File: config.mk
export PLATFORM = sky130hd
export DESIGN_NAME = tcv_top
export DESIGN_NICKNAME = d
export VERILOG_FILES = /design/src/design/tcv_pkg.sv /design/src/design/tcv_top.sv /design/src/design/tcv_apb_decode.sv /design/src/design/tcv_channel.sv
export SDC_FILE = /design/constraint.sdc
export NUM_CORES = 1
export LEC_CHECK = 0
export BUFFER_PORTS_ARGS = -buffer_cell sky130_fd_sc_hd__buf_4
export CAP_MARGIN = 10
export CORE_ASPECT_RATIO = 1.25
export CORE_MARGIN = 1
export CORE_UTILIZATION = 35
export CTS_CLUSTER_SIZE = 8
export DETAILED_ROUTE_END_ITERATION = 7
export GPL_TIMING_DRIVEN = 0
export PLACE_DENSITY_LB_ADDON = 0.2
export REMOVE_ABC_BUFFERS = 1
export SLEW_MARGIN = 20
export SYNTH_ARGS = -nofsm -noshare
export SYNTH_HDL_FRONTEND = slang
export SYNTH_SLANG_ARGS = --single-unit
File: constraint.sdc
create_clock -name pclk -period 4.6 [get_ports pclk]
set_input_delay 0.92 -clock pclk [delete_from_list [all_inputs] [get_ports pclk]]
set_output_delay 0.92 -clock pclk [all_outputs]
set_load 0.01 [all_outputs]
File: src/design/tcv_pkg.sv
package tcv_pkg;
  // channel count and value width
  localparam int NUM_CHAN = 6;
  localparam int VAL_W = 16;
  localparam int BYTE_W = 8;
  // printed offsets are not all multiples of four: these are indices, byte address = 4 * index
  localparam logic [7:0] IDX_CHAN0_VALUE_HIGH = 8'h27;
  localparam logic [7:0] IDX_CHAN0_VALUE_LOW = 8'h28;
  localparam logic [7:0] IDX_CHAN1_VALUE_HIGH = 8'h2A;
  localparam logic [7:0] IDX_CHAN1_VALUE_LOW = 8'h2B;
  localparam logic [7:0] IDX_CHAN2_VALUE_HIGH = 8'h2D;
  localparam logic [7:0] IDX_CHAN2_VALUE_LOW = 8'h2E;
  localparam logic [7:0] IDX_CHAN3_VALUE_HIGH = 8'h30;
  localparam logic [7:0] IDX_CHAN3_VALUE_LOW = 8'h31;
  localparam logic [7:0] IDX_CHAN4_VALUE_HIGH = 8'h33;
  localparam logic [7:0] IDX_CHAN4_VALUE_LOW = 8'h34;
  localparam logic [7:0] IDX_CHAN5_VALUE_HIGH = 8'h36;
  localparam logic [7:0] IDX_CHAN5_VALUE_LOW = 8'h37;
  // per-channel mode register, index = IDX_MODE_BASE + channel
  localparam logic [7:0] IDX_MODE_BASE = 8'h40;
  // status register: inhibit bits, one per channel
  localparam logic [7:0] IDX_INHIBIT_STATUS = 8'h48;
  // mode register field positions
  localparam int MODE_ELS_LOW_BIT = 0;
  localparam int MODE_ELS_HIGH_BIT = 1;
  localparam int MODE_CAPCMP_BIT = 2;
  localparam int MODE_BUFFERED_BIT = 3;
  localparam int MODE_W = 4;
  localparam logic [MODE_W-1:0] MODE_RESET = 4'h0;
  localparam logic [31:0] UNMAPPED_READ = 32'h0000_0000;
  localparam logic [VAL_W-1:0] VALUE_INIT = 16'h0000;
  typedef enum logic [1:0] {
    tcv_seq_idle_e = 2'b01,
    tcv_seq_wait_low_e = 2'b10
  } tcv_seq_e;
endpackage

File: src/design/tcv_top.sv
`timescale 1ns/1ps
module tcv_top
  import tcv_pkg::*;
(
  // apb slave
  input  wire logic                pclk,
  input  wire logic                presetn,
  input  wire logic                psel,
  input  wire logic                penable,
  input  wire logic                pwrite,
  input  wire logic [11:0]         paddr,
  input  wire logic [31:0]         pwdata,
  output logic [31:0]              prdata,
  output logic                     pready,
  output logic                     pslverr,
  // timer side
  input  wire logic [VAL_W-1:0]    counter,
  input  wire logic [NUM_CHAN-1:0] capture_event,
  input  wire logic [NUM_CHAN-1:0] compare_event,
  // results
  output logic [NUM_CHAN-1:0]      compare_match
);
  logic                       hit_value;
  logic [2:0]                 chan;
  logic                       is_high;
  logic                       hit_mode;
  logic                       hit_status;
  logic                       access;
  logic [MODE_W-1:0]          mode    [NUM_CHAN];
  logic [VAL_W-1:0]           value   [NUM_CHAN];
  logic [NUM_CHAN-1:0]        inhibit;
  logic [NUM_CHAN-1:0]        capmode;
  logic [NUM_CHAN-1:0]        match;
  logic [31:0]                next_prdata;

  assign access  = psel & penable;
  assign pready  = 1'b1;
  assign pslverr = 1'b0;

  tcv_apb_decode u_dec (
    .paddr      (paddr),
    .hit_value  (hit_value),
    .chan       (chan),
    .is_high    (is_high),
    .hit_mode   (hit_mode),
    .hit_status (hit_status)
  );

  genvar g;
  generate
    for (g = 0; g < NUM_CHAN; g++) begin : g_ch
      always_ff @(posedge pclk or negedge presetn) begin
        if (!presetn) begin
          mode[g] <= MODE_RESET;
        end else if (access && pwrite && hit_mode && chan == 3'(g)) begin
          mode[g] <= pwdata[MODE_W-1:0];
        end
      end
      tcv_channel u_ch (
        .pclk          (pclk),
        .presetn       (presetn),
        .mode          (mode[g]),
        .acc_en        (access && hit_value && chan == 3'(g)),
        .acc_write     (pwrite),
        .acc_high      (is_high),
        .wdata         (pwdata[BYTE_W-1:0]),
        .capture_event (capture_event[g]),
        .counter       (counter),
        .compare_event (compare_event[g]),
        .value         (value[g]),
        .inhibit       (inhibit[g]),
        .capture_mode  (capmode[g]),
        .compare_match (match[g])
      );
    end
  endgenerate

  always_comb begin
    next_prdata = UNMAPPED_READ;
    if (hit_value) begin
      next_prdata[BYTE_W-1:0] = is_high ? value[chan][VAL_W-1:BYTE_W]
                                        : value[chan][BYTE_W-1:0];
    end else if (hit_mode) begin
      next_prdata[MODE_W-1:0] = mode[chan];
    end else if (hit_status) begin
      next_prdata[NUM_CHAN-1:0] = inhibit;
    end
  end

  // read data registered in the setup cycle, valid during access
  always_ff @(posedge pclk or negedge presetn) begin
    if (!presetn) begin
      prdata <= UNMAPPED_READ;
    end else if (psel && !penable && !pwrite) begin
      prdata <= next_prdata;
    end
  end

  always_ff @(posedge pclk or negedge presetn) begin
    if (!presetn) begin
      compare_match <= '0;
    end else begin
      compare_match <= match;
    end
  end
endmodule

File: src/design/tcv_apb_decode.sv
`timescale 1ns/1ps
module tcv_apb_decode
  import tcv_pkg::*;
(
  // apb address
  input  wire logic [11:0] paddr,
  // decode results
  output logic             hit_value,
  output logic [2:0]       chan,
  output logic             is_high,
  output logic             hit_mode,
  output logic             hit_status
);
  logic [9:0] idx;
  logic [7:0] i8;
  assign idx = paddr[11:2];
  assign i8  = idx[7:0];
  always_comb begin
    hit_value  = 1'b0;
    chan       = 3'd0;
    is_high    = 1'b0;
    hit_mode   = 1'b0;
    hit_status = 1'b0;
    if (paddr[1:0] == 2'b00 && idx[9:8] == 2'b00) begin
      unique case (i8)
        IDX_CHAN0_VALUE_HIGH: begin hit_value = 1'b1; chan = 3'd0; is_high = 1'b1; end
        IDX_CHAN0_VALUE_LOW:  begin hit_value = 1'b1; chan = 3'd0; end
        IDX_CHAN1_VALUE_HIGH: begin hit_value = 1'b1; chan = 3'd1; is_high = 1'b1; end
        IDX_CHAN1_VALUE_LOW:  begin hit_value = 1'b1; chan = 3'd1; end
        IDX_CHAN2_VALUE_HIGH: begin hit_value = 1'b1; chan = 3'd2; is_high = 1'b1; end
        IDX_CHAN2_VALUE_LOW:  begin hit_value = 1'b1; chan = 3'd2; end
        IDX_CHAN3_VALUE_HIGH: begin hit_value = 1'b1; chan = 3'd3; is_high = 1'b1; end
        IDX_CHAN3_VALUE_LOW:  begin hit_value = 1'b1; chan = 3'd3; end
        IDX_CHAN4_VALUE_HIGH: begin hit_value = 1'b1; chan = 3'd4; is_high = 1'b1; end
        IDX_CHAN4_VALUE_LOW:  begin hit_value = 1'b1; chan = 3'd4; end
        IDX_CHAN5_VALUE_HIGH: begin hit_value = 1'b1; chan = 3'd5; is_high = 1'b1; end
        IDX_CHAN5_VALUE_LOW:  begin hit_value = 1'b1; chan = 3'd5; end
        IDX_INHIBIT_STATUS:   hit_status = 1'b1;
        default: begin
          if (i8 >= IDX_MODE_BASE && i8 < IDX_MODE_BASE + 8'd6) begin
            hit_mode = 1'b1;
            chan     = 3'(i8 - IDX_MODE_BASE);
          end
        end
      endcase
    end
  end
endmodule

File: src/design/tcv_channel.sv
`timescale 1ns/1ps
module tcv_channel
  import tcv_pkg::*;
(
  // clock and reset
  input  wire logic              pclk,
  input  wire logic              presetn,
  // mode bits
  input  wire logic [MODE_W-1:0] mode,
  // bus byte access for this channel
  input  wire logic              acc_en,
  input  wire logic              acc_write,
  input  wire logic              acc_high,
  input  wire logic [BYTE_W-1:0] wdata,
  // timer side
  input  wire logic              capture_event,
  input  wire logic [VAL_W-1:0]  counter,
  input  wire logic              compare_event,
  // results
  output logic [VAL_W-1:0]       value,
  output logic                   inhibit,
  output logic                   capture_mode,
  output logic                   compare_match
);
  tcv_seq_e   seq;
  tcv_seq_e   next_seq;
  logic       els_on;
  logic       open_acc;
  logic       close_acc;

  assign els_on = mode[MODE_ELS_HIGH_BIT] | mode[MODE_ELS_LOW_BIT];
  // input capture when both mode-select bits are clear
  assign capture_mode = ~mode[MODE_BUFFERED_BIT] & ~mode[MODE_CAPCMP_BIT];
  // capture: high read opens, low read closes; compare: high write opens, low write closes
  assign open_acc  = acc_en & acc_high & (acc_write != capture_mode);
  assign close_acc = acc_en & ~acc_high & (acc_write != capture_mode);
  assign inhibit   = (seq == tcv_seq_wait_low_e);

  always_comb begin
    next_seq = seq;
    unique case (seq)
      tcv_seq_idle_e:     if (open_acc) next_seq = tcv_seq_wait_low_e;
      tcv_seq_wait_low_e: if (close_acc) next_seq = tcv_seq_idle_e;
      default:            next_seq = tcv_seq_idle_e;
    endcase
  end

  always_ff @(posedge pclk or negedge presetn) begin
    if (!presetn) begin
      seq <= tcv_seq_idle_e;
    end else begin
      seq <= next_seq;
    end
  end

  // value holds its contents over reset
  always_ff @(posedge pclk) begin
    if (acc_en && acc_write) begin
      if (acc_high) begin
        value[VAL_W-1:BYTE_W] <= wdata;
      end else begin
        value[BYTE_W-1:0] <= wdata;
      end
    end else if (capture_mode && els_on && capture_event && !inhibit) begin
      value <= counter;
    end
  end

  assign compare_match = ~capture_mode & els_on & compare_event & ~inhibit
                         & (counter == value);
endmodule

==> impl_metrics.env <==
export IMPL_result_of_the_run="finished, final reports clean"
export IMPL_cts_hold_buf=0
export IMPL_commonest_non_fill_non_tap_cells_in_the_layout="sky130_fd_sc_hd__nand2_1 (294), sky130_fd_sc_hd__edfxtp_1 (96), sky130_fd_sc_hd__xnor2_1 (78)"
export IMPL_worst_case_clock_buffer_depth=2
export IMPL_fmax_ghz=0.225
export IMPL_tritoncts="built"
export IMPL_net_count_reported_at_finish=1082
export IMPL_internal_power_mw=2.33
export IMPL_area_growth_synth_to_finish_pct=15.0
export IMPL_asyncSetResetFlopFracSynth_pct=34.2
export IMPL_vias_per_cell=5.33
export IMPL_worstSetupEndpointType="register"
export IMPL_post_synth_instance_area_sq_um=9090
export IMPL_cts_inserted_buffers=17
export IMPL_setup_worst_path_class="input port to register"
export IMPL_power_share_clock_pct=45.8
export IMPL_die_height_um=182
export IMPL_clock_sinks=146
export IMPL_postPlaceCellArea_sq_um=9830
export IMPL_total_power_mw=3.08
export IMPL_seq_area_frac_synth_pct=45.6
export IMPL_main_combinational_cell_family_by_area_after_synthesis="simple AND/OR/NAND/NOR gates"
export IMPL_rsz0062_at_grt="true"
export IMPL_maxCapViolations=0
export IMPL_critPathArrivalTime_ns=4.49
export IMPL_final_hold_viol_count=0
export IMPL_initial_utilization_pct=35.8
export IMPL_fp_dieArea_sq_um=26600
export IMPL_critical_path_fanout_max=18
export IMPL_ys_flop_type="sky130_fd_sc_hd__edfxtp_1"
export IMPL_place_hpwl_um=20800
export IMPL_drive_above_1_share_pct=17.4
export IMPL_min_path_type="input port to asynchronous set/reset pin"
export IMPL_final_max_slew_viol_count=0
export IMPL_antenna_violating_nets_post_route=0
export IMPL_clock_skew_final_ns=0.00659
export IMPL_clk_root_buffer_cell="sky130_fd_sc_hd__clkbuf_16"
export IMPL_worst_slew_pin_transition_ns=0.919
export IMPL_grt_pass1_vias=7080
export IMPL_grt_use_total_pct=21.7
export IMPL_finalCriticalPeriod_ns=4.44
export IMPL_routed_wire_length_per_instance_um=21.1
export IMPL_antenna_found_initial=0
export IMPL_htree_levels=4
export IMPL_syn_area_per_cell_sq_um=9.39
export IMPL_ys_warnings_count=0
export IMPL_setup_failing_eps_final=0
export IMPL_totalWireLength_um=28500
export IMPL_pin_count_of_the_biggest_net_entering_global_routing=51
export IMPL_vias=7216
export IMPL_mostFrequentLayoutCell="sky130_fd_sc_hd__nand2_1"
export IMPL_yosys_area_share_adder_pct=0
export IMPL_p_sw_uw=751
export IMPL_detailedRoute_firstPassIterationCount=5
export IMPL_post_synth_and_or_nand_nor_area_fraction_pct=23.4
export IMPL_irDropWorstVdd_v=0.000223
export IMPL_power_combinational_fraction_pct=8.3
export IMPL_clkTransAtPathRegs_ns=0.06
export IMPL_clk_latency_ns=0.42
export IMPL_power_share_sequential_pct=45.9
export IMPL_synth_enable_flop_cells=96
export IMPL_net_switching_fraction_of_the_power_pct=24.4
export IMPL_io_pin_count=117
export IMPL_period_share_pct=96.6
export IMPL_antenna_cells=0
export IMPL_dieWidth_um=146
export IMPL_drt_first_iter_violations=467
export IMPL_global_route_overflow_total=0
export IMPL_synth_cell_types=66
export IMPL_core_area_sq_um=25400
export IMPL_synth_compound_gate_area_share_pct=7.54
export IMPL_final_design_area_no_fill_sq_um=10500
export IMPL_p_leak_nw=4.26
export IMPL_first_pass_grt_wire_length_um=42700
export IMPL_row_count=65
export IMPL_max_slew_margin_pct=38.3
export IMPL_drt_drc_violations_left=0
export IMPL_finalWeightedCongestion=0.842
export IMPL_synth_xor_xnor_area_share_pct=10.6
export IMPL_required_ns=4.65
export IMPL_synth_area_mux_share_pct=7.43
export IMPL_synthCells=968
export IMPL_seq_cells_post_synth=146
export IMPL_power_density_nw_per_um2=295
export IMPL_crit_path_start_kind="input port"
export IMPL_port_buffer_count=66
[per-layer routing]
metal	up-vias	track usage (%)	routed length [um]
li1	3399	-	-
met1	3533	27.1	12200
met2	245	38.1	14300
met3	39	2.28	1250
met4	0	8.75	759
met5	-	0	0
[registers in the layout, indices dropped and copies added, names as in the netlist]
| name | flops |
|---|---|
| g_ch.u_ch.seq | 12 |
| compare_match | 6 |
| g_ch.u_ch.value | 96 |
| prdata | 8 |
| mode | 24 |
[final timing paths]
kind | slack (ns) | to | start | cells after the start
max | 0.16 | g_ch[3].u_ch.value[14] | paddr[1] | 8
min | 0.52 | compare_match[1] | presetn | 1
max reg2reg | 2.33 | g_ch[3].u_ch.value[14] | g_ch[3].u_ch.seq[0] | 4
min reg2reg | 0.52 | prdata[0] | prdata[0] | 1
max in group asynchronous | 3.57 | compare_match[2] | presetn | 1
min in group pclk | 0.52 | prdata[0] | prdata[0] | 1
[final cells by class]
| cell class | instances | area (sq um) |
|---|---|---|
| Inverter | 2 | 7.51 |
| Clock buffer | 19 | 443 |
| Fill cell | 2564 | 14900 |
| Tap cell | 335 | 419 |
| Sequential cell | 146 | 4140 |
| Timing Repair Buffer | 78 | 686 |
| Multi-Input combinational cell | 760 | 4610 |
| Clock inverter | 13 | 151 |
[power groups by stage]
stage / combinational [mW] / clock [mW] / sequential, mW
after floorplan: 0.110 / 0 / 1.44
after global placement: 0.252 / 0 / 1.44
after detailed placement: 0.256 / 0 / 1.44
after CTS: 0.256 / 1.43 / 1.41
after global routing: 0.279 / 1.47 / 1.41
final: 0.256 / 1.41 / 1.41
[stage by stage]
step | util [%] | cells | TNS (ns) | setup WS (ns) | hold WS (ns)
2_1_floorplan | - | 908 | -4.83 | -0.294 | 0.484
3_3_place_gp | 37.9 | 1309 | -290.30 | -2.56 | 0.499
3_5_place_dp | 38.7 | 1321 | -23.94 | -0.529 | 0.504
4_1_cts | 41.1 | 1353 | 0 | 0.0659 | 0.524
5_1_grt | 41.2 | 1353 | -0.702 | -0.0547 | 0.544
6_report | 41.2 | 1353 | 0 | 0.157 | 0.519
[cell families after synthesis]
logic type                after synthesis
buffers and inverters                  86
and+or+nand+nor                       464
xor gates and xnor gates              110
DFF                                   146
muxes                                  63
other                                   2
AOI/OAI and AO/OA                      97
[cells in the mapped netlist, drive strengths merged, types with 2 or more instances]
cell     count  area, sq um
nand2      296         1110
edfxtp      96         2880
xnor2       78          683
buf         64          407
dfrtp       44         1100
nor2        44          173
nand4       38          250
mux2i       36          360
xor2        32          280
mux2        26          293
o21ai       24          124
clkbuf      20         75.1
nand3       18          110
a21oi       15         75.1
nor3        13         85.1
and2        11         68.8
a211oi       9         67.6
and3         9         56.3
nor4         9         71.3
nor3b        8         65.1
nand2b       7         43.8
o21a         7         52.6
dfstp        6          158
a31oi        5         31.3
o2111ai      5         50.0
o22ai        5         31.3
a311oi       4         35.0
o32ai        4         35.0
nor4b        3         26.3
o221ai       3         26.3
a211o        2         17.5
a22oi        2         15.0
a2bb2oi      2         17.5
a32oi        2         36.3
conb         2         7.51
inv          2         7.51
nor2b        2         12.5
o311a        2         20.0
or3          2         12.5
[repair_timing]
item / 4_1_cts / 5_1_grt
resized for setup: 1 / 8
setup buffers: 0 / 0
setup endpoints to repair: 8 / 52
hold endpoints to repair: 0 / 0
[worst max-delay path, cell delays in order]
cell and delay [ns]:
sky130_fd_sc_hd__buf_4 0.12, sky130_fd_sc_hd__nor4_4 0.46, sky130_fd_sc_hd__o311a_1 0.30, sky130_fd_sc_hd__nand4_2 0.35, sky130_fd_sc_hd__nor2_2 0.55, sky130_fd_sc_hd__and2_1 0.48
sky130_fd_sc_hd__nand3_2 0.44, sky130_fd_sc_hd__o21ai_1 0.87
Power figures use the tool's default switching activity.
